File: config.mk
export PLATFORM = sky130hd
export DESIGN_NAME = rxe_device_flat
export DESIGN_NICKNAME = d
export VERILOG_FILES = /design/src/verilog/rxe_pkg.sv /design/src/verilog/rxe_link_if.sv /design/src/verilog/rxe_device.sv /design/src/flat_wrapper.sv
export SDC_FILE = /design/constraint.sdc
export NUM_CORES = 1
export LEC_CHECK = 0
export BUFFER_PORTS_ARGS = -buffer_cell sky130_fd_sc_hd__buf_2
export CAP_MARGIN = 15
export CORE_UTILIZATION = 47
export DETAILED_ROUTE_END_ITERATION = 12
export GPL_TIMING_DRIVEN = 1
export PLACE_DENSITY = 0.61
export SYNTH_ARGS = -nofsm -noshare
export SYNTH_HDL_FRONTEND = slang
export SYNTH_SLANG_ARGS = --single-unit
File: constraint.sdc
create_clock -name ref_clk_i -period 5.02 [get_ports ref_clk_i]
set_input_delay 0.502 -clock ref_clk_i [delete_from_list [all_inputs] [get_ports ref_clk_i]]
set_output_delay 0.502 -clock ref_clk_i [all_outputs]
set_load 0.01 [all_outputs]
File: src/verilog/rxe_pkg.sv
// Shared constants for the receive event signalling block and its host.
package rxe_pkg;

  // ==========================================================================
  // Widths and sizes
  // ==========================================================================
  localparam int          CHANNELS   = 2;
  localparam int          ADDR_W     = 5;
  localparam int          DATA_W     = 8;
  localparam int          QUEUE_AW   = 4;
  localparam int          PTR_W      = QUEUE_AW + 1;
  localparam logic [4:0]  QUEUE_DEPTH = 5'h10;

  // ==========================================================================
  // Register offsets
  // ==========================================================================
  localparam logic [4:0] ADDR_QUEUE_A   = 5'h00;
  localparam logic [4:0] ADDR_QUEUE_B   = 5'h01;
  localparam logic [4:0] ADDR_EVENT     = 5'h02;
  localparam logic [4:0] ADDR_IRQ_EN    = 5'h03;
  localparam logic [4:0] ADDR_PIN_EN    = 5'h04;
  localparam logic [4:0] ADDR_CFG       = 5'h05;
  localparam logic [4:0] ADDR_LEVEL_A   = 5'h06;
  localparam logic [4:0] ADDR_LEVEL_B   = 5'h07;
  localparam logic [4:0] ADDR_BLANK     = 5'h10;
  localparam logic [4:0] ADDR_REVISION  = 5'h1f;

  // ==========================================================================
  // Field positions and reset values
  // ==========================================================================
  localparam int         EVT_READY_LSB  = 0;
  localparam int         EVT_FAULT_LSB  = 2;
  localparam logic [3:0] IRQ_EN_RESET   = 4'h0;
  localparam logic [3:0] PIN_EN_RESET   = 4'h0;
  localparam logic [1:0] CFG_RESET      = 2'h0;
  localparam logic [7:0] BLANK_RESET    = 8'h37;
  // Revision code value is arbitrary.
  localparam logic [3:0] REVISION_CODE  = 4'h5;

  // ==========================================================================
  // Timing
  // ==========================================================================
  localparam logic [7:0] BLANK_MIN_MS   = 8'h37;

endpackage

File: src/verilog/rxe_link_if.sv
// Register access and event pins between the host and the device end.
`timescale 1ns/1ps
interface rxe_link_if;
  logic [4:0] reg_addr;
  logic [7:0] reg_wdata;
  logic       reg_rd;
  logic       reg_wr;
  logic [7:0] reg_rdata;
  logic       reg_ack;
  logic       irq;
  logic [1:0] rdy_pin;
  logic [1:0] flt_pin;

  modport dev (
    input  reg_addr,
    input  reg_wdata,
    input  reg_rd,
    input  reg_wr,
    output reg_rdata,
    output reg_ack,
    output irq,
    output rdy_pin,
    output flt_pin
  );

  modport host (
    output reg_addr,
    output reg_wdata,
    output reg_rd,
    output reg_wr,
    input  reg_rdata,
    input  reg_ack,
    input  irq,
    input  rdy_pin,
    input  flt_pin
  );
endinterface

File: src/verilog/rxe_device.sv
// Device end: receive queues, event flags, interrupt, pins and revision.
`timescale 1ns/1ps

// Functional notes
// - Read-only revision register, fixed low nibble
// - Revision upper four bits read zero
// - Host reads revision only during initialisation
// - Clean message sets ready flag, interrupt
// - Enabled ready pin follows ready flag
// - Reading message out clears flag, pin
// - Bad or late message raises fault
// - Optional discard of bad messages
// - Host intervenes only when message ready; enabled fault flags also raise the interrupt
// - Blanking time programmed at least 55ms
module rxe_device
  import rxe_pkg::*;
(
  input  wire logic             ref_clk_i,
  input  wire logic             rstn_i,
  rxe_link_if.dev               link,
  input  wire logic [1:0]       rx_byte_valid_i,
  input  wire logic [1:0][7:0]  rx_byte_i,
  input  wire logic [1:0]       rx_msg_end_i,
  input  wire logic [1:0]       rx_msg_err_i,
  input  wire logic [1:0]       rx_late_i,
  output logic      [1:0]       rx_full_o,
  output logic      [7:0]       blank_ms_o
);

  // ==========================================================================
  // Declarations
  // ==========================================================================
  logic [7:0]            mem [CHANNELS][QUEUE_DEPTH];
  logic [1:0][PTR_W-1:0] wptr_reg;
  logic [1:0][PTR_W-1:0] commit_reg;
  logic [1:0][PTR_W-1:0] rptr_reg;
  logic [1:0][PTR_W-1:0] avail;
  logic [1:0][PTR_W-1:0] used;
  logic [1:0]            push;
  logic [1:0]            pop;
  logic [1:0]            drop_msg;
  logic [1:0]            ready_reg;
  logic [1:0]            ready_next;
  logic [1:0]            fault_reg;
  logic [1:0]            fault_next;
  logic [3:0]            irq_en_reg;
  logic [3:0]            pin_en_reg;
  logic [1:0]            cfg_discard_reg;
  logic [7:0]            blank_reg;
  logic [7:0]            rdata_reg;
  logic                  ack_reg;
  logic                  irq_reg;
  logic [1:0]            rdy_pin_reg;
  logic [1:0]            flt_pin_reg;
  logic [1:0]            full_reg;
  logic [7:0]            read_val;
  logic                  rd_event;

  // ==========================================================================
  // Queue bookkeeping
  // ==========================================================================
  assign rd_event = link.reg_rd && (link.reg_addr == ADDR_EVENT);

  genvar c;
  for (c = 0; c < CHANNELS; c++) begin : g_ch
    logic [4:0] qaddr;
    assign qaddr       = (c == 0) ? ADDR_QUEUE_A : ADDR_QUEUE_B;
    assign avail[c]    = commit_reg[c] - rptr_reg[c];
    assign used[c]     = wptr_reg[c] - rptr_reg[c];
    assign push[c]     = rx_byte_valid_i[c] && (used[c] != QUEUE_DEPTH);
    assign pop[c]      = link.reg_rd && (link.reg_addr == qaddr) &&
                         (avail[c] != '0);
    assign drop_msg[c] = cfg_discard_reg[c] &&
                         ((rx_msg_end_i[c] && rx_msg_err_i[c]) ||
                          rx_late_i[c]);

    assign ready_next[c] = (rx_msg_end_i[c] && !rx_msg_err_i[c]) ||
                           (ready_reg[c] &&
                            !(pop[c] && (avail[c] == 5'h01)));

    assign fault_next[c] = (rx_msg_end_i[c] && rx_msg_err_i[c]) ||
                           rx_late_i[c] ||
                           (fault_reg[c] && !rd_event);

    always_ff @(posedge ref_clk_i) begin
      if (push[c] && !drop_msg[c]) begin
        mem[c][wptr_reg[c][QUEUE_AW-1:0]] <= rx_byte_i[c];
      end
    end

    always_ff @(posedge ref_clk_i or negedge rstn_i) begin
      if (!rstn_i) begin
        wptr_reg[c]   <= '0;
        commit_reg[c] <= '0;
      end else if (drop_msg[c]) begin
        wptr_reg[c]   <= commit_reg[c];
      end else begin
        if (push[c]) begin
          wptr_reg[c] <= wptr_reg[c] + 5'h01;
        end
        if (rx_msg_end_i[c] || rx_late_i[c]) begin
          commit_reg[c] <= push[c] ? wptr_reg[c] + 5'h01 : wptr_reg[c];
        end
      end
    end

    always_ff @(posedge ref_clk_i or negedge rstn_i) begin
      if (!rstn_i) begin
        rptr_reg[c] <= '0;
      end else if (pop[c]) begin
        rptr_reg[c] <= rptr_reg[c] + 5'h01;
      end
    end
  end

  // ==========================================================================
  // Event flags
  // ==========================================================================
  always_ff @(posedge ref_clk_i or negedge rstn_i) begin
    if (!rstn_i) begin
      ready_reg <= '0;
      fault_reg <= '0;
    end else begin
      ready_reg <= ready_next;
      fault_reg <= fault_next;
    end
  end

  // ==========================================================================
  // Control registers
  // ==========================================================================
  always_ff @(posedge ref_clk_i or negedge rstn_i) begin
    if (!rstn_i) begin
      irq_en_reg      <= IRQ_EN_RESET;
      pin_en_reg      <= PIN_EN_RESET;
      cfg_discard_reg <= CFG_RESET;
      blank_reg       <= BLANK_RESET;
    end else if (link.reg_wr) begin
      unique case (link.reg_addr)
        ADDR_IRQ_EN: begin
          irq_en_reg <= link.reg_wdata[3:0];
        end
        ADDR_PIN_EN: begin
          pin_en_reg <= link.reg_wdata[3:0];
        end
        ADDR_CFG: begin
          cfg_discard_reg <= link.reg_wdata[1:0];
        end
        ADDR_BLANK: begin
          blank_reg <= link.reg_wdata;
        end
        default: begin
        end
      endcase
    end
  end

  // ==========================================================================
  // Read path
  // ==========================================================================
  always_comb begin
    read_val = 8'h00;
    unique case (link.reg_addr)
      ADDR_QUEUE_A: begin
        read_val = (avail[0] != '0) ? mem[0][rptr_reg[0][QUEUE_AW-1:0]]
                                    : 8'h00;
      end
      ADDR_QUEUE_B: begin
        read_val = (avail[1] != '0) ? mem[1][rptr_reg[1][QUEUE_AW-1:0]]
                                    : 8'h00;
      end
      ADDR_EVENT: begin
        read_val = {4'h0, fault_reg, ready_reg};
      end
      ADDR_IRQ_EN: begin
        read_val = {4'h0, irq_en_reg};
      end
      ADDR_PIN_EN: begin
        read_val = {4'h0, pin_en_reg};
      end
      ADDR_CFG: begin
        read_val = {6'h00, cfg_discard_reg};
      end
      ADDR_LEVEL_A: begin
        read_val = {3'h0, avail[0]};
      end
      ADDR_LEVEL_B: begin
        read_val = {3'h0, avail[1]};
      end
      ADDR_BLANK: begin
        read_val = blank_reg;
      end
      ADDR_REVISION: begin
        read_val = {4'h0, REVISION_CODE};
      end
      default: begin
        read_val = 8'h00;
      end
    endcase
  end

  always_ff @(posedge ref_clk_i or negedge rstn_i) begin
    if (!rstn_i) begin
      rdata_reg <= 8'h00;
      ack_reg   <= 1'b0;
    end else begin
      ack_reg <= link.reg_rd || link.reg_wr;
      if (link.reg_rd) begin
        rdata_reg <= read_val;
      end
    end
  end

  // ==========================================================================
  // Interrupt and pins
  // ==========================================================================
  always_ff @(posedge ref_clk_i or negedge rstn_i) begin
    if (!rstn_i) begin
      irq_reg     <= 1'b0;
      rdy_pin_reg <= '0;
      flt_pin_reg <= '0;
    end else begin
      irq_reg     <= |({fault_next, ready_next} & irq_en_reg);
      rdy_pin_reg <= ready_next & pin_en_reg[1:0];
      flt_pin_reg <= fault_next & pin_en_reg[3:2];
    end
  end

  always_ff @(posedge ref_clk_i or negedge rstn_i) begin
    if (!rstn_i) begin
      full_reg <= '0;
    end else begin
      full_reg[0] <= (used[0] + {4'h0, push[0]} - {4'h0, pop[0]})
                     == QUEUE_DEPTH;
      full_reg[1] <= (used[1] + {4'h0, push[1]} - {4'h0, pop[1]})
                     == QUEUE_DEPTH;
    end
  end

  assign link.reg_rdata = rdata_reg;
  assign link.reg_ack   = ack_reg;
  assign link.irq       = irq_reg;
  assign link.rdy_pin   = rdy_pin_reg;
  assign link.flt_pin   = flt_pin_reg;
  assign rx_full_o      = full_reg;
  assign blank_ms_o     = blank_reg;

endmodule

File: src/flat_wrapper.sv
// flat-port wrapper written by rule: the top's interface ports become plain ports
module rxe_device_flat import rxe_pkg::*;
  (ref_clk_i, rstn_i, rx_byte_valid_i, rx_byte_i, rx_msg_end_i, rx_msg_err_i, rx_late_i, rx_full_o, blank_ms_o, link_reg_addr, link_reg_wdata, link_reg_rd, link_reg_wr, link_reg_rdata, link_reg_ack, link_irq, link_rdy_pin, link_flt_pin);
  rxe_link_if link_i ();
  input  wire logic ref_clk_i;
  input  wire logic rstn_i;
  input  wire logic [1:0] rx_byte_valid_i;
  input  wire logic [1:0][7:0] rx_byte_i;
  input  wire logic [1:0] rx_msg_end_i;
  input  wire logic [1:0] rx_msg_err_i;
  input  wire logic [1:0] rx_late_i;
  output logic      [1:0] rx_full_o;
  output logic      [7:0] blank_ms_o;
  input wire logic [$bits(link_i.reg_addr)-1:0] link_reg_addr;
  input wire logic [$bits(link_i.reg_wdata)-1:0] link_reg_wdata;
  input wire logic [$bits(link_i.reg_rd)-1:0] link_reg_rd;
  input wire logic [$bits(link_i.reg_wr)-1:0] link_reg_wr;
  output wire logic [$bits(link_i.reg_rdata)-1:0] link_reg_rdata;
  output wire logic [$bits(link_i.reg_ack)-1:0] link_reg_ack;
  output wire logic [$bits(link_i.irq)-1:0] link_irq;
  output wire logic [$bits(link_i.rdy_pin)-1:0] link_rdy_pin;
  output wire logic [$bits(link_i.flt_pin)-1:0] link_flt_pin;
  assign link_i.reg_addr = link_reg_addr;
  assign link_i.reg_wdata = link_reg_wdata;
  assign link_i.reg_rd = link_reg_rd;
  assign link_i.reg_wr = link_reg_wr;
  assign link_reg_rdata = link_i.reg_rdata;
  assign link_reg_ack = link_i.reg_ack;
  assign link_irq = link_i.irq;
  assign link_rdy_pin = link_i.rdy_pin;
  assign link_flt_pin = link_i.flt_pin;
  rxe_device u_core (.ref_clk_i(ref_clk_i), .rstn_i(rstn_i), .link(link_i), .rx_byte_valid_i(rx_byte_valid_i), .rx_byte_i(rx_byte_i), .rx_msg_end_i(rx_msg_end_i), .rx_msg_err_i(rx_msg_err_i), .rx_late_i(rx_late_i), .rx_full_o(rx_full_o), .blank_ms_o(blank_ms_o));
endmodule
# Word-level counts from Yosys, hierarchy flattened

Memories as Yosys holds them, arrays and structs flattened.
Index checks and enable logic that the tools add are counted.

Input bits: 41
Bits in read-only memories: 0
Bits in writable memories: 256
Flip-flop bits (word level): 68
Bits in latches: 0
Logic and storage cells: 131
Memories: 1
Output and inout bits: 24

Memory list:

| name       | depth | bits a word | rd ports | clocked after memory_dff | wr ports | line             | RTL |
|---|---|---|---|---|---|---|---|
| u_core.mem | 2     | 128         | 2        | 0                        | 2        | rxe_device.sv:33 | `logic [7:0] mem [CHANNELS][QUEUE_DEPTH];` |

Equality and inequality tests: 15
Shifts and indexed selects: 0
Bitwise gates (word level): 9
Muxes and demuxes: 21
$lt $le $gt $ge: 6
$mul: 0
Add/subtract/negate cells: 12
Reductions and logical operators: 49
Divide/modulo/power cells: 0

Operators with widths:

| operator                                                 | count |
|---|---|
| 2-to-1 mux 128 bit                                       | 2 |
| one-hot mux 8 bit (10 select lines)                      | 1 |
| binary-select mux 8 bit (select 4 bit)                   | 2 |
| demux 8 bit (select 4 bit)                               | 2 |
| 2-to-1 mux 8 bit                                         | 8 |
| logical AND 1 bit                                        | 23 |
| adder 5 x 1 -> 5 bit, second input constant              | 4 |
| == test 5 x 3 -> 1 bit, second input constant            | 4 |
| == test 5 bit, second input constant                     | 4 |
| greater-or-equal comparator 5 bit, second input constant | 4 |
| 2-to-1 mux 5 bit                                         | 4 |
| inverter 4 -> 5 bit                                      | 4 |
| subtractor 5 bit                                         | 4 |
| == test 5 x 1 -> 1 bit, second input constant            | 3 |
| AND reduction 2 bit                                      | 6 |
| adder 5 x 1 -> 5 bit                                     | 2 |
| == test 5 x 2 -> 1 bit, second input constant            | 2 |
| < comparator 5 x 1 -> 1 bit, second input constant       | 2 |
| != test 5 bit, second input constant                     | 2 |
| nonzero test 5 bit                                       | 2 |
| subtractor 5 x 1 -> 5 bit                                | 2 |
| logical OR 1 bit                                         | 9 |
| zero test 1 bit                                          | 7 |
| zero test 5 bit                                          | 1 |
| other kinds (5)                                          | 8 |

# Longest topological paths before layout

Gate-level depths: netlist of the first run.

Depth after elaboration: 9
Gate-level depth with buffers: 22
Depth with buffers taken out: 20

# Least setup slack after synthesis of the first run

No wires, ideal clock.

Kind: reg-to-reg
Start point: register u_core.rptr_reg[1] (netlist name)
End point: register u_core.full_reg[0] (netlist: u_core.rx_full_o[0])
Period minus slack after synthesis: 4.074 ns
Required time: 4.901 ns
Setup slack: 0.946 ns
Setup time: 0.119 ns
Cell stages (with the launch flop): 21
Arrival time: 3.955 ns
Buffers on the path: 3
Cell sequence: dfrtp_1 > buf_2 > buf_2 > buf_1 > inv_1 > ha_1 > a21o_1 > a21oi_1 > xor2_1 > ha_1 > and3_1 > a21oi_2 > ha_1 > inv_1 > fa_1 > inv_1 > a21oi_1 > o21bai_1 > xor2_1 > xnor2_1 > nor2_1

Cells in the longest elaborated chain, start to end: 6
Elaborated cells between the ends (all ways): 9
Those cells by class: add/sub: 4; eq/ne: 2; reduce/logical: 3

Ends and longest elaborated chain:

| item                            | line              | RTL |
|---|---|---|
| start, declared                 | rxe_device.sv:36  | `logic [1:0][PTR_W-1:0] rptr_reg;` |
| start signal, assigned by index | rxe_device.sv:111 | `rptr_reg[c] <= rptr_reg[c] + 5'h01;` |
| subtractor 5 bit                | rxe_device.sv:69  | `assign used[c] = wptr_reg[c] - rptr_reg[c];` |
| != test 5 bit                   | rxe_device.sv:70  | `assign push[c] = rx_byte_valid_i[c] && (used[c] != QUEUE_DEPTH);` |
| logical AND 1 bit               | rxe_device.sv:70  |  |
| adder 5 x 1 -> 5 bit            | rxe_device.sv:233 | `full_reg[0] <= (used[0] + {4'h0, push[0]} - {4'h0, pop[0]})` |
| subtractor 5 x 1 -> 5 bit (*)   | rxe_device.sv:233 |  |
| == test 5 bit (*)               | rxe_device.sv:234 | `== QUEUE_DEPTH;` |
| end signal, assigned            | rxe_device.sv:233 |  |
| end, declared                   | rxe_device.sv:55  | `logic [1:0] full_reg;` |

Mark *: on every way between the ends. The rest lies on a longest branch, timed or not.
A chain may end at the register's enable or synchronous reset.

# Worst setup path after layout of the first run

Start point: register u_core.rptr_reg[8] (netlist name)
End point: register u_core.full_reg[1] (netlist: u_core.rx_full_o[1])

Elaborated cells between the ends (all ways): 9
Those cells by class: add/sub: 4; eq/ne: 2; reduce/logical: 3

RTL lines:

| item                      | line              | RTL |
|---|---|---|
| subtractor 5 bit          | rxe_device.sv:68  | `assign avail[c] = commit_reg[c] - rptr_reg[c];` |
| nonzero test 5 bit        | rxe_device.sv:72  | `(avail[c] != '0);` |
| logical AND 1 bit         | rxe_device.sv:71  | `assign pop[c] = link.reg_rd && (link.reg_addr == qaddr) &&` |
| named net u_core.pop[1]   | rxe_device.sv:40  | `logic [1:0] pop;` |
| subtractor 5 x 1 -> 5 bit | rxe_device.sv:235 | `full_reg[1] <= (used[1] + {4'h0, push[1]} - {4'h0, pop[1]})` |
| == test 5 bit             | rxe_device.sv:236 | `== QUEUE_DEPTH;` |
| end signal, assigned      | rxe_device.sv:235 |  |

The timed path passes the listed nets, and every way through them passes these cells.

==> out/results.tsv, run 1 <==
metric	value	unit
CTS buffer count	36	
root buf cell	clkbuf_16	
final setup fails	0	
sw frac	32.5	%
Hold Crit Class	primary input to async pin	
DRT iter0 DRCs	698	
fin worst setup slack	882	ps
post-cts resize count	0	
Post-synth EDFFs	256	
largest cells by area after synthesis	edfxtp_1, dfrtp_1, mux4_2	
post-synth top area share	54.1	%
Pint	6.20	mW
period utilisation layout	82.4	%
register share of total power	38.0	%
Synth Area in Adders	4.19	%
Port Buffers	64	
share of post-route cells with drive strength above 1	25.4	%
worst slack, placed	926	ps
pwr/cell area	566	nW/um^2
Critical Path RT	5420	ps
final hold vios	0	
Starting Density	47.8	%
ANT nets after route	0	
depth of the CTS H-tree	2	
Post-Layout Cell Count	1401	
P&R area growth vs syn	14.1	%
HPWL Detailed	21300	microns
Crit. End Element	flip-flop	
Yosys reg bits	324	
clock buffer depth	3	
Die ar.	31000	sq um
largest family of logic cells by synthesized area	multiplexers	
Netlist cell types	57	
status	complete, no violations	
Slew HR	28.6	%
area leader, netlist	edfxtp_1	
Post-Route WL	31300	microns
Hold Buf Count CTS	0	
Core Region	29700	sq um
yosys warns	0	
antenna cell count	0	
crit path from	u_core.rptr_reg[8]	
grt ovf	0	
commonest non-fill, non-tap cells in the layout	edfxtp_1, buf_2, dfrtp_1	
clock latency on the worst-skew pair	520	ps
DR pass1 iterations	5	
post-layout min period	4140	ps
vias in the first global route	7873	
critical path arrival	4540	ps
worst-margin pin slew	1060	ps
DRC	0	
initial antenna violation count	0	
Max Fanout on Critical Path	10	
Via Count	8025	
final layout net count	1068	
RePlAce Congestion	0.828	
multiplexer share of the synthesized area	14.0	%
clock sinks	324	
Net Count, Synth	971	
Post-synth top flop	edfxtp_1	
first-pass GRT wire length	47800	microns
Crit Reg-Reg Startpoint	u_core.rptr_reg[8]	
R2R depth	17	
die height	176	microns
Mapped Cells	886	
WS Path Type	flip-flop to flip-flop	
setup_tns	0	ps
combinational share of power	34.1	%
placed inst area	15100	sq um
switching pwr	2.98	mW
synthesized cell area	14200	sq um
All-Layer GR Usage	20.7	%
xor and xnor area share after synthesis	2.46	%
crit path launch type	flip-flop	
r2r setup slk	880	ps
Post-Synth Simple-Gate Area	6.11	%
largest net degree at the start of global routing	69	
clk slew on worst S/H paths	60	ps
RSZ-0062 raised after global routing	no	
row count	63	
Die X	176	microns
routed vias/inst	5.73	
max cap viols	0	
Pleak	5.86	nW
synthesized area per cell	16.0	sq um
Pins Over Slew Limit	0	
max reg flops	256	
fraction of registers with async set or reset after synthesis	21.0	%
Final Cell Area	16200	sq um
Clock power frac	28.0	%
commonest non-fill, non-tap cell in the layout	edfxtp_1	
post-placement cell count	1335	
Final Skew	14.1	ps
Seq/Total Area, Yosys	66.1	%
fmax	0.242	GHz
Synth Area in Compound Gates	5.31	%
maximum vdd drop	0.250	mV
# IOs	65	
crit path to	u_core.rx_full_o[1]	
CTS tree	yes	
tightest hold margin	126	ps
Worst R2R End	u_core.rx_full_o[1]	
Post-CTS Setup Inserts	0	
DR WL/cell	22.4	microns
kinds of logic after synthesis:
group,count (synthesis)
DFF,324
muxes,121
AOI/OAI and AO/OA,114
buffers and inverters,62
xor gates and xnor gates,40
and+or+nand+nor,181
adders and majority gates,44
cell type report:
class	count	area, sq um
timing repair buffer	88	503
clock buffer	46	973
sequential	324	9400
inverter	33	124
clock inverter	20	179
fill	2410	13500
tap	390	488
multi-input combinational	500	4560
cells in the mapped netlist, drive strengths merged (2+ instances only):
library cell and number:
mux4 55, a211oi 10, nand2 41, edfxtp 256, ha 38, mux2 53, and2 5, a32oi 2
xnor2 30, nor2 48, dfrtp 63, mux2i 13, nand2b 10, a211o 2, o21ai 17, nand4 8
clkbuf 13, and3 9, clkinv 2, nand4b 2, nor2b 6, xor2 10, buf 16, a21o 11
inv 31, o32a 2, nor3 15, fa 6, dfstp 5, a21oi 32, o21bai 2, a222oi 5
a31oi 6, nand3 31, o22ai 16, o221ai 3
critical path: stages (launching register included):
cell and delay (ps):
dfrtp_1 560, clkinv_1 430, ha_1 470, nor2_1 50, a21oi_1 140, xnor2_1 160
a31oi_2 570, ha_1 350, inv_1 60, ha_1 160, inv_1 60, fa_1 390
inv_1 70, a21oi_1 60, o21bai_1 150, xor2_1 180, xnor2_1 130, nor2_1 50
routing by layer:
layer	vias to the layer above	GRT usage [%]	part of all wire [%]	wire (microns)
met5	-	0	0	0
met4	0	5.14	1.7	522
met3	40	3.27	4.8	1490
met2	202	32.2	47	14600
met1	4142	30.5	47	14700
li1	3641	-	-	-
power by group through the flow:
stage               logic, mW  clock network, mW  registers, mW
finish                   3.13               2.57           3.48
global route             3.45               2.71           3.52
CTS                      3.16               2.61           3.48
detailed placement       3.15                  0           3.53
global placement         3.13                  0           3.52
floorplan                2.43                  0           3.44
through the flow:
step                power (mW)  util (%)
global placement          6.65      50.7
finish                    9.18      54.6
global route              9.68      54.6
floorplan                 5.86         -
CTS                       9.26      54.6
detailed placement        6.68      50.7
worst min path at each step:
stage	from	to	slack, ps	depth (start not counted)
global route	rstn_i	u_core.blank_ms_o[7]	190	1
global placement	u_core.commit_reg[0]	u_core.commit_reg[0]	490	2
floorplan	rstn_i	u_core.blank_ms_o[3]	210	0
detailed placement	u_core.fault_reg[0]	u_core.fault_reg[0]	510	1
finish	rstn_i	u_core.commit_reg[6]	130	1
CTS	rstn_i	u_core.blank_ms_o[7]	150	1
No activity file was read; power rests on OpenSTA's default activity.
==> run 2: changes to the inputs <==
PLACE_DENSITY = 0.63   (was 0.61)
clock period = 3.5 ns   (was 5.02 ns; I/O delays follow)
==> run 2 against run 1 <==
  * Power increased by 50%
  * Maximum frequency rose by 25%
  * Combinational power increased by 71%
  * Highest routed layer unchanged
  * Design area increased by 3.6%
  * Clock skew increased by 3.9 ps
  * Largest cell class unchanged
==> out/results.tsv, run 2 (synthesized netlist as in run 1, its figures left out) <==
metric	value	unit
Fillers	2368	
initial antenna violation count	0	
clk slew on worst S/H paths	60	ps
HPWL Detailed	21300	microns
final layout net count	1130	
worst-margin pin slew	1020	ps
Power, Total	13.8	mW
Pleak	6.18	nW
placed inst area	15500	sq um
Most common cell on crit path	inv_2	
CTS tree	yes	
clock latency on the worst-skew pair	510	ps
Starting Density	47.8	%
post-placement cell count	1388	
maximum vdd drop	0.512	mV
register share of total power	35.7	%
Crit. End Element	flip-flop	
Pins Over Slew Limit	0	
multi-input logic area	4710	sq um
sw frac	32.6	%
pwr/cell area	821	nW/um^2
clock buffer depth	3	
root buf cell	clkbuf_16	
Core Region	29700	sq um
crit path launch type	flip-flop	
CTS buffer count	35	
grt ovf	0	
P&R area growth vs syn	18.3	%
ANT nets after route	0	
status	complete, no violations	
Max Fanout on Critical Path	2	
crit path from	u_core.rptr_reg[0]	
Hold Crit Class	primary input to flip-flop	
All-Layer GR Usage	20.9	%
first-pass GRT wire length	48500	microns
DR pass1 iterations	5	
WS Path Type	flip-flop to flip-flop	
Worst R2R End	u_core.rx_full_o[0]	
RePlAce Congestion	0.848	
Final Skew	18.0	ps
r2r setup slk	200	ps
WHS Path Cells	2	
antenna cell count	0	
Critical Path RT	3900	ps
largest net degree at the start of global routing	69	
commonest non-fill, non-tap cell in the layout	edfxtp_1	
Port Buffers	64	
combinational share of power	38.7	%
Die X	176	microns
max cap viols	0	
row count	63	
sink of the worst hold path	u_core.blank_ms_o[5]	
max reg flops	256	
Slowest-stage cell, CP	dfrtp_2	
hold path startpoint	link_reg_wdata[5]	
FF+latch area	9400	sq um
switching pwr	4.50	mW
DR WL/cell	21.5	microns
Die ar.	31000	sq um
DRC	0	
die height	176	microns
final setup fails	0	
Post-Layout Cell Count	1461	
routed vias/inst	5.59	
clock sinks	324	
DRT iter0 DRCs	607	
Final Cell Area	16800	sq um
setup_tns	0	ps
Crit Reg-Reg Startpoint	u_core.rptr_reg[0]	
worst path cell trace	ha_4 -> fa_2 -> nand2b_4 -> a21oi_4 -> xnor2_2 -> nand3_2 -> nand3_2 -> inv_2 -> ha_4 -> inv_2 -> ha_2 -> inv_2 -> fa_2 -> inv_2 -> a21oi_1 -> o21bai_1 -> xor2_1 -> xnor2_1 -> nor2_1	
max incr delay on CP	420	ps
final hold vios	0	
depth of the CTS H-tree	2	
vias in the first global route	8153	
period utilisation layout	94.3	%
Post-Route WL	31400	microns
share of post-route cells with drive strength above 1	32.6	%
R2R depth	19	
Via Count	8161	
critical path arrival	3700	ps
post-layout min period	3300	ps
fmax	0.303	GHz
# IOs	65	
Pint	9.30	mW
Slew HR	31.3	%
Clock power frac	25.6	%
commonest non-fill, non-tap cells in the layout	edfxtp_1, buf_4, buf_2	
## run 2: changes by cell type in the layout (fill, tap and decap cells not counted), moves of 5 or more
cell / before / now
inv_1: 29 / 23
inv_2: 2 / 8
xnor2_2: 0 / 5
xnor2_1: 30 / 25
buf_4: 25 / 85
fa_1: 6 / 1
ha_1: 38 / 32
fa_2: 0 / 5
## run 2: routing by layer
metal,part of all wire [%],up-vias,wire length [microns],global-route usage [%]
li1,-,3772,-,-
met1,46,4122,14300,30.8
met2,47,228,14700,32.7
met3,5.5,39,1730,3.29
met4,1.9,0,581,5.18
met5,0,-,0,0
## run 2: cell type report
cell class	count	area share [%]
clock buffer	45	5.62
clock inverter	18	0.967
inverter	33	0.744
multi-input combinational	500	28.0
sequential	324	55.9
tap	390	2.90
timing repair buffer	151	5.84
## run 2: critical path: cells and delay by family (launching register included)
kind                       cells  cell delay [ps]
buffers and inverters          4              180
xor gates and xnor gates       3              460
AOI/OAI and AO/OA              3              380
DFF                            1              420
and+or+nand+nor                4              430
adders and majority gates      5             1330
## run 2: repair_timing
action / CTS / global route
setup endpoints to repair: 2 / 2
hold buffers: 1 / 0
setup buffers: 0 / 8
resized for setup: 3 / 26
endpoints found under the hold margin: 63 / 0
pin swaps: 4 / 20
## run 2: how the worst max path moves through the flow
stage | endpoint | slack [ps]
floorplan | u_core.rx_full_o[0] | -40
global placement | u_core.rx_full_o[0] | 50
detailed placement | u_core.rx_full_o[0] | -40
CTS | u_core.rx_full_o[1] | 10
global route | u_core.rx_full_o[1] | -8
finish | u_core.rx_full_o[0] | 200
## run 2: stage by stage
| step | util [%] | hold slack [ps] | setup WS (ps) |
|---|---|---|---|
| CTS | 56.0 | 58.1 | 13.9 |
| global placement | 52.2 | 496 | 49.6 |
| finish | 56.6 | 73.0 | 199 |
| global route | 56.6 | 61.9 | -7.82 |
| floorplan | - | 54.4 | -42.7 |
| detailed placement | 52.2 | 497 | -39.1 |
## run 2: power groups by stage
stage / Combinational (mW) / Sequential [mW] / Clock [mW]
after floorplan: 3.55 / 4.93 / 0
after global placement: 4.92 / 4.98 / 0
after detailed placement: 4.97 / 4.99 / 0
after CTS: 5.06 / 4.92 / 3.60
after global routing: 5.92 / 4.97 / 3.76
final: 5.35 / 4.92 / 3.53
==> run 3: changes to the inputs <==
CORE_ASPECT_RATIO = 0.8   (was default)
==> run 3 against run 2 <==
  * Cell count up 0.27%
  * Worst hold slack worse by 35 ps
  * Sequential power hardly changed
  * First-iteration DRC count is 39% higher
  * Power decreased by 2.7%
  * Combinational power about the same
  * Global-route usage shrank 0.20 points
  * Register-to-register slack got worse by 40 ps
  * Flip-flop and latch count stayed put
  * Clock skew shrank 0.76 ps
  * Worst setup slack got worse by 41 ps
==> out/results.tsv, run 3 (synthesized netlist as in run 1, its figures left out) <==
metric	value	unit
final setup fails	0	
vias in the first global route	8065	
critical path arrival	3810	ps
DRT iter0 DRCs	842	
grt ovf	0	
fmax	0.299	GHz
first-pass GRT wire length	47900	microns
row count	56	
final hold vios	0	
Pleak	6.07	nW
post-layout min period	3340	ps
Hold Crit Class	primary input to flip-flop	
status	complete, no violations	
Via Count	8181	
grt peak-use layer	met1	
met3 Usage GRT	3.45	%
Pins Over Slew Limit	0	
r2r setup slk	160	ps
clock latency on the worst-skew pair	580	ps
initial antenna violation count	0	
commonest non-fill, non-tap cell in the layout	edfxtp_1	
Die X	196	microns
worst slack, placed	-9.92	ps
die height	158	microns
tightest hold margin	37.8	ps
Final Skew	17.2	ps
HPWL Detailed	21500	microns
Starting Density	48.2	%
routed vias/inst	5.58	
Crit Reg-Reg Startpoint	u_core.commit_reg[5]	
Port Buffers	64	
All-Layer GR Usage	20.7	%
M1 GR Usage	32.3	%
Max Fanout on Critical Path	3	
Critical Path RT	3970	ps
fin worst setup slack	158	ps
clock sinks	324	
crit path launch type	flip-flop	
WS Path Type	flip-flop to flip-flop	
CTS buffer count	31	
Worst R2R End	u_core.rx_full_o[1]	
setup_tns	0	ps
root buf cell	clkbuf_16	
Post-Route WL	31300	microns
pwr/cell area	807	nW/um^2
ANT nets after route	0	
DR WL/cell	21.4	microns
worst-margin pin slew	1040	ps
Die ar.	31000	sq um
RSZ-0062 raised after global routing	yes	
Core Region	29500	sq um
CTS tree	yes	
max cap viols	0	
clk slew on worst S/H paths	60	ps
crit path from	u_core.commit_reg[5]	
Crit. End Element	flip-flop	
DRC	0	
depth of the CTS H-tree	1	
P&R area growth vs syn	17.0	%
R2R depth	18	
crit path to	u_core.rx_full_o[1]	
# IOs	65	
clock buffer depth	3	
GR met2 Demand/Resource	30.5	%
maximum vdd drop	0.403	mV
largest net degree at the start of global routing	69	
share of post-route cells with drive strength above 1	30.9	%
DR pass1 iterations	5	
commonest non-fill, non-tap cells in the layout	edfxtp_1, buf_4, buf_2	
Slew HR	30.0	%
max reg flops	256	
antenna cell count	0	
period utilisation layout	95.5	%
final layout net count	1121	
RePlAce Congestion	0.915	
[run 3: changes by cell type in the layout (fill, tap and decap cells not counted), sizes merged]
| cell | previous run | this run |
|---|---|---|
| clkbuf | 46 | 39 |
| inv | 32 | 33 |
| buf | 149 | 142 |
| dlygate4sd3 | 1 | 4 |
| clkinvlp | 3 | 1 |
[run 3: power by group]
part | switching (mW) | total (mW) | internal (mW)
Combinational | 2.77 | 5.33 | 2.56
Sequential | 0.270 | 4.92 | 4.65
Clock | 1.40 | 3.18 | 1.78
[run 3: repair_timing]
item	4_1_cts	5_1_grt
buffers inserted	0	5
hold buffers	4	0
pin swaps	2	21
endpoints found under the setup margin	1	2
gates resized for setup	1	25
cloned	0	0
hold endpoints to repair	66	0
[run 3: layout make-up]
| cell class | instances | area [sq um] |
|---|---|---|
| multi-input cells | 500 | 4710 |
| inverters | 33 | 125 |
| flip-flops and latches | 324 | 9400 |
| well taps | 406 | 508 |
| clock inverters | 17 | 146 |
| repair buffers | 146 | 948 |
| clock buffers | 39 | 806 |
| fillers | 2324 | 12900 |
[run 3: stage by stage]
step                      utilization, %  cells  power, mW  area, sq um
after floorplan                        -    886       8.48        14300
after global placement              52.5   1400       9.97        15500
after detailed placement            52.5   1400       10.0        15500
after CTS                           55.9   1460       13.2        16500
after global routing                56.4   1465       14.2        16600
final                               56.4   1465       13.4        16600
[run 3: worst min-delay path by stage]
stage / start / end / slack (ps) / cells past startpoint
after floorplan: rstn_i / u_core.blank_ms_o[3] / 50 / 0
after global placement: u_core.commit_reg[5] / u_core.commit_reg[5] / 500 / 2
after detailed placement: u_core.commit_reg[2] / u_core.commit_reg[2] / 500 / 2
after CTS: link_reg_wdata[2] / u_core.pin_en_reg[2] / 10 / 2
after global routing: link_reg_wdata[2] / u_core.blank_ms_o[2] / 40 / 2
final: link_reg_wdata[2] / u_core.pin_en_reg[2] / 40 / 2
[run 3: critical path, stage by stage (launching register included)]
cell and delay (ps):
dfrtp_1 380, inv_2 60, ha_4 160, fa_2 360, nand2b_4 160, a21oi_4 160, xnor2_2 100, a31oi_2 260
ha_1 270, inv_1 60, ha_2 180, inv_2 40, fa_2 370, inv_2 60, a21oi_2 40, o21bai_1 180
xor2_1 190, xnor2_1 130, nor2_1 60
[run 3: layer usage]
| layer | share of wire [%] | wire [microns] |
|---|---|---|
| met2 | 43 | 13300 |
| met4 | 1.8 | 549 |
| met5 | 0 | 0 |
| met3 | 6.2 | 1950 |
| met1 | 49 | 15500 |
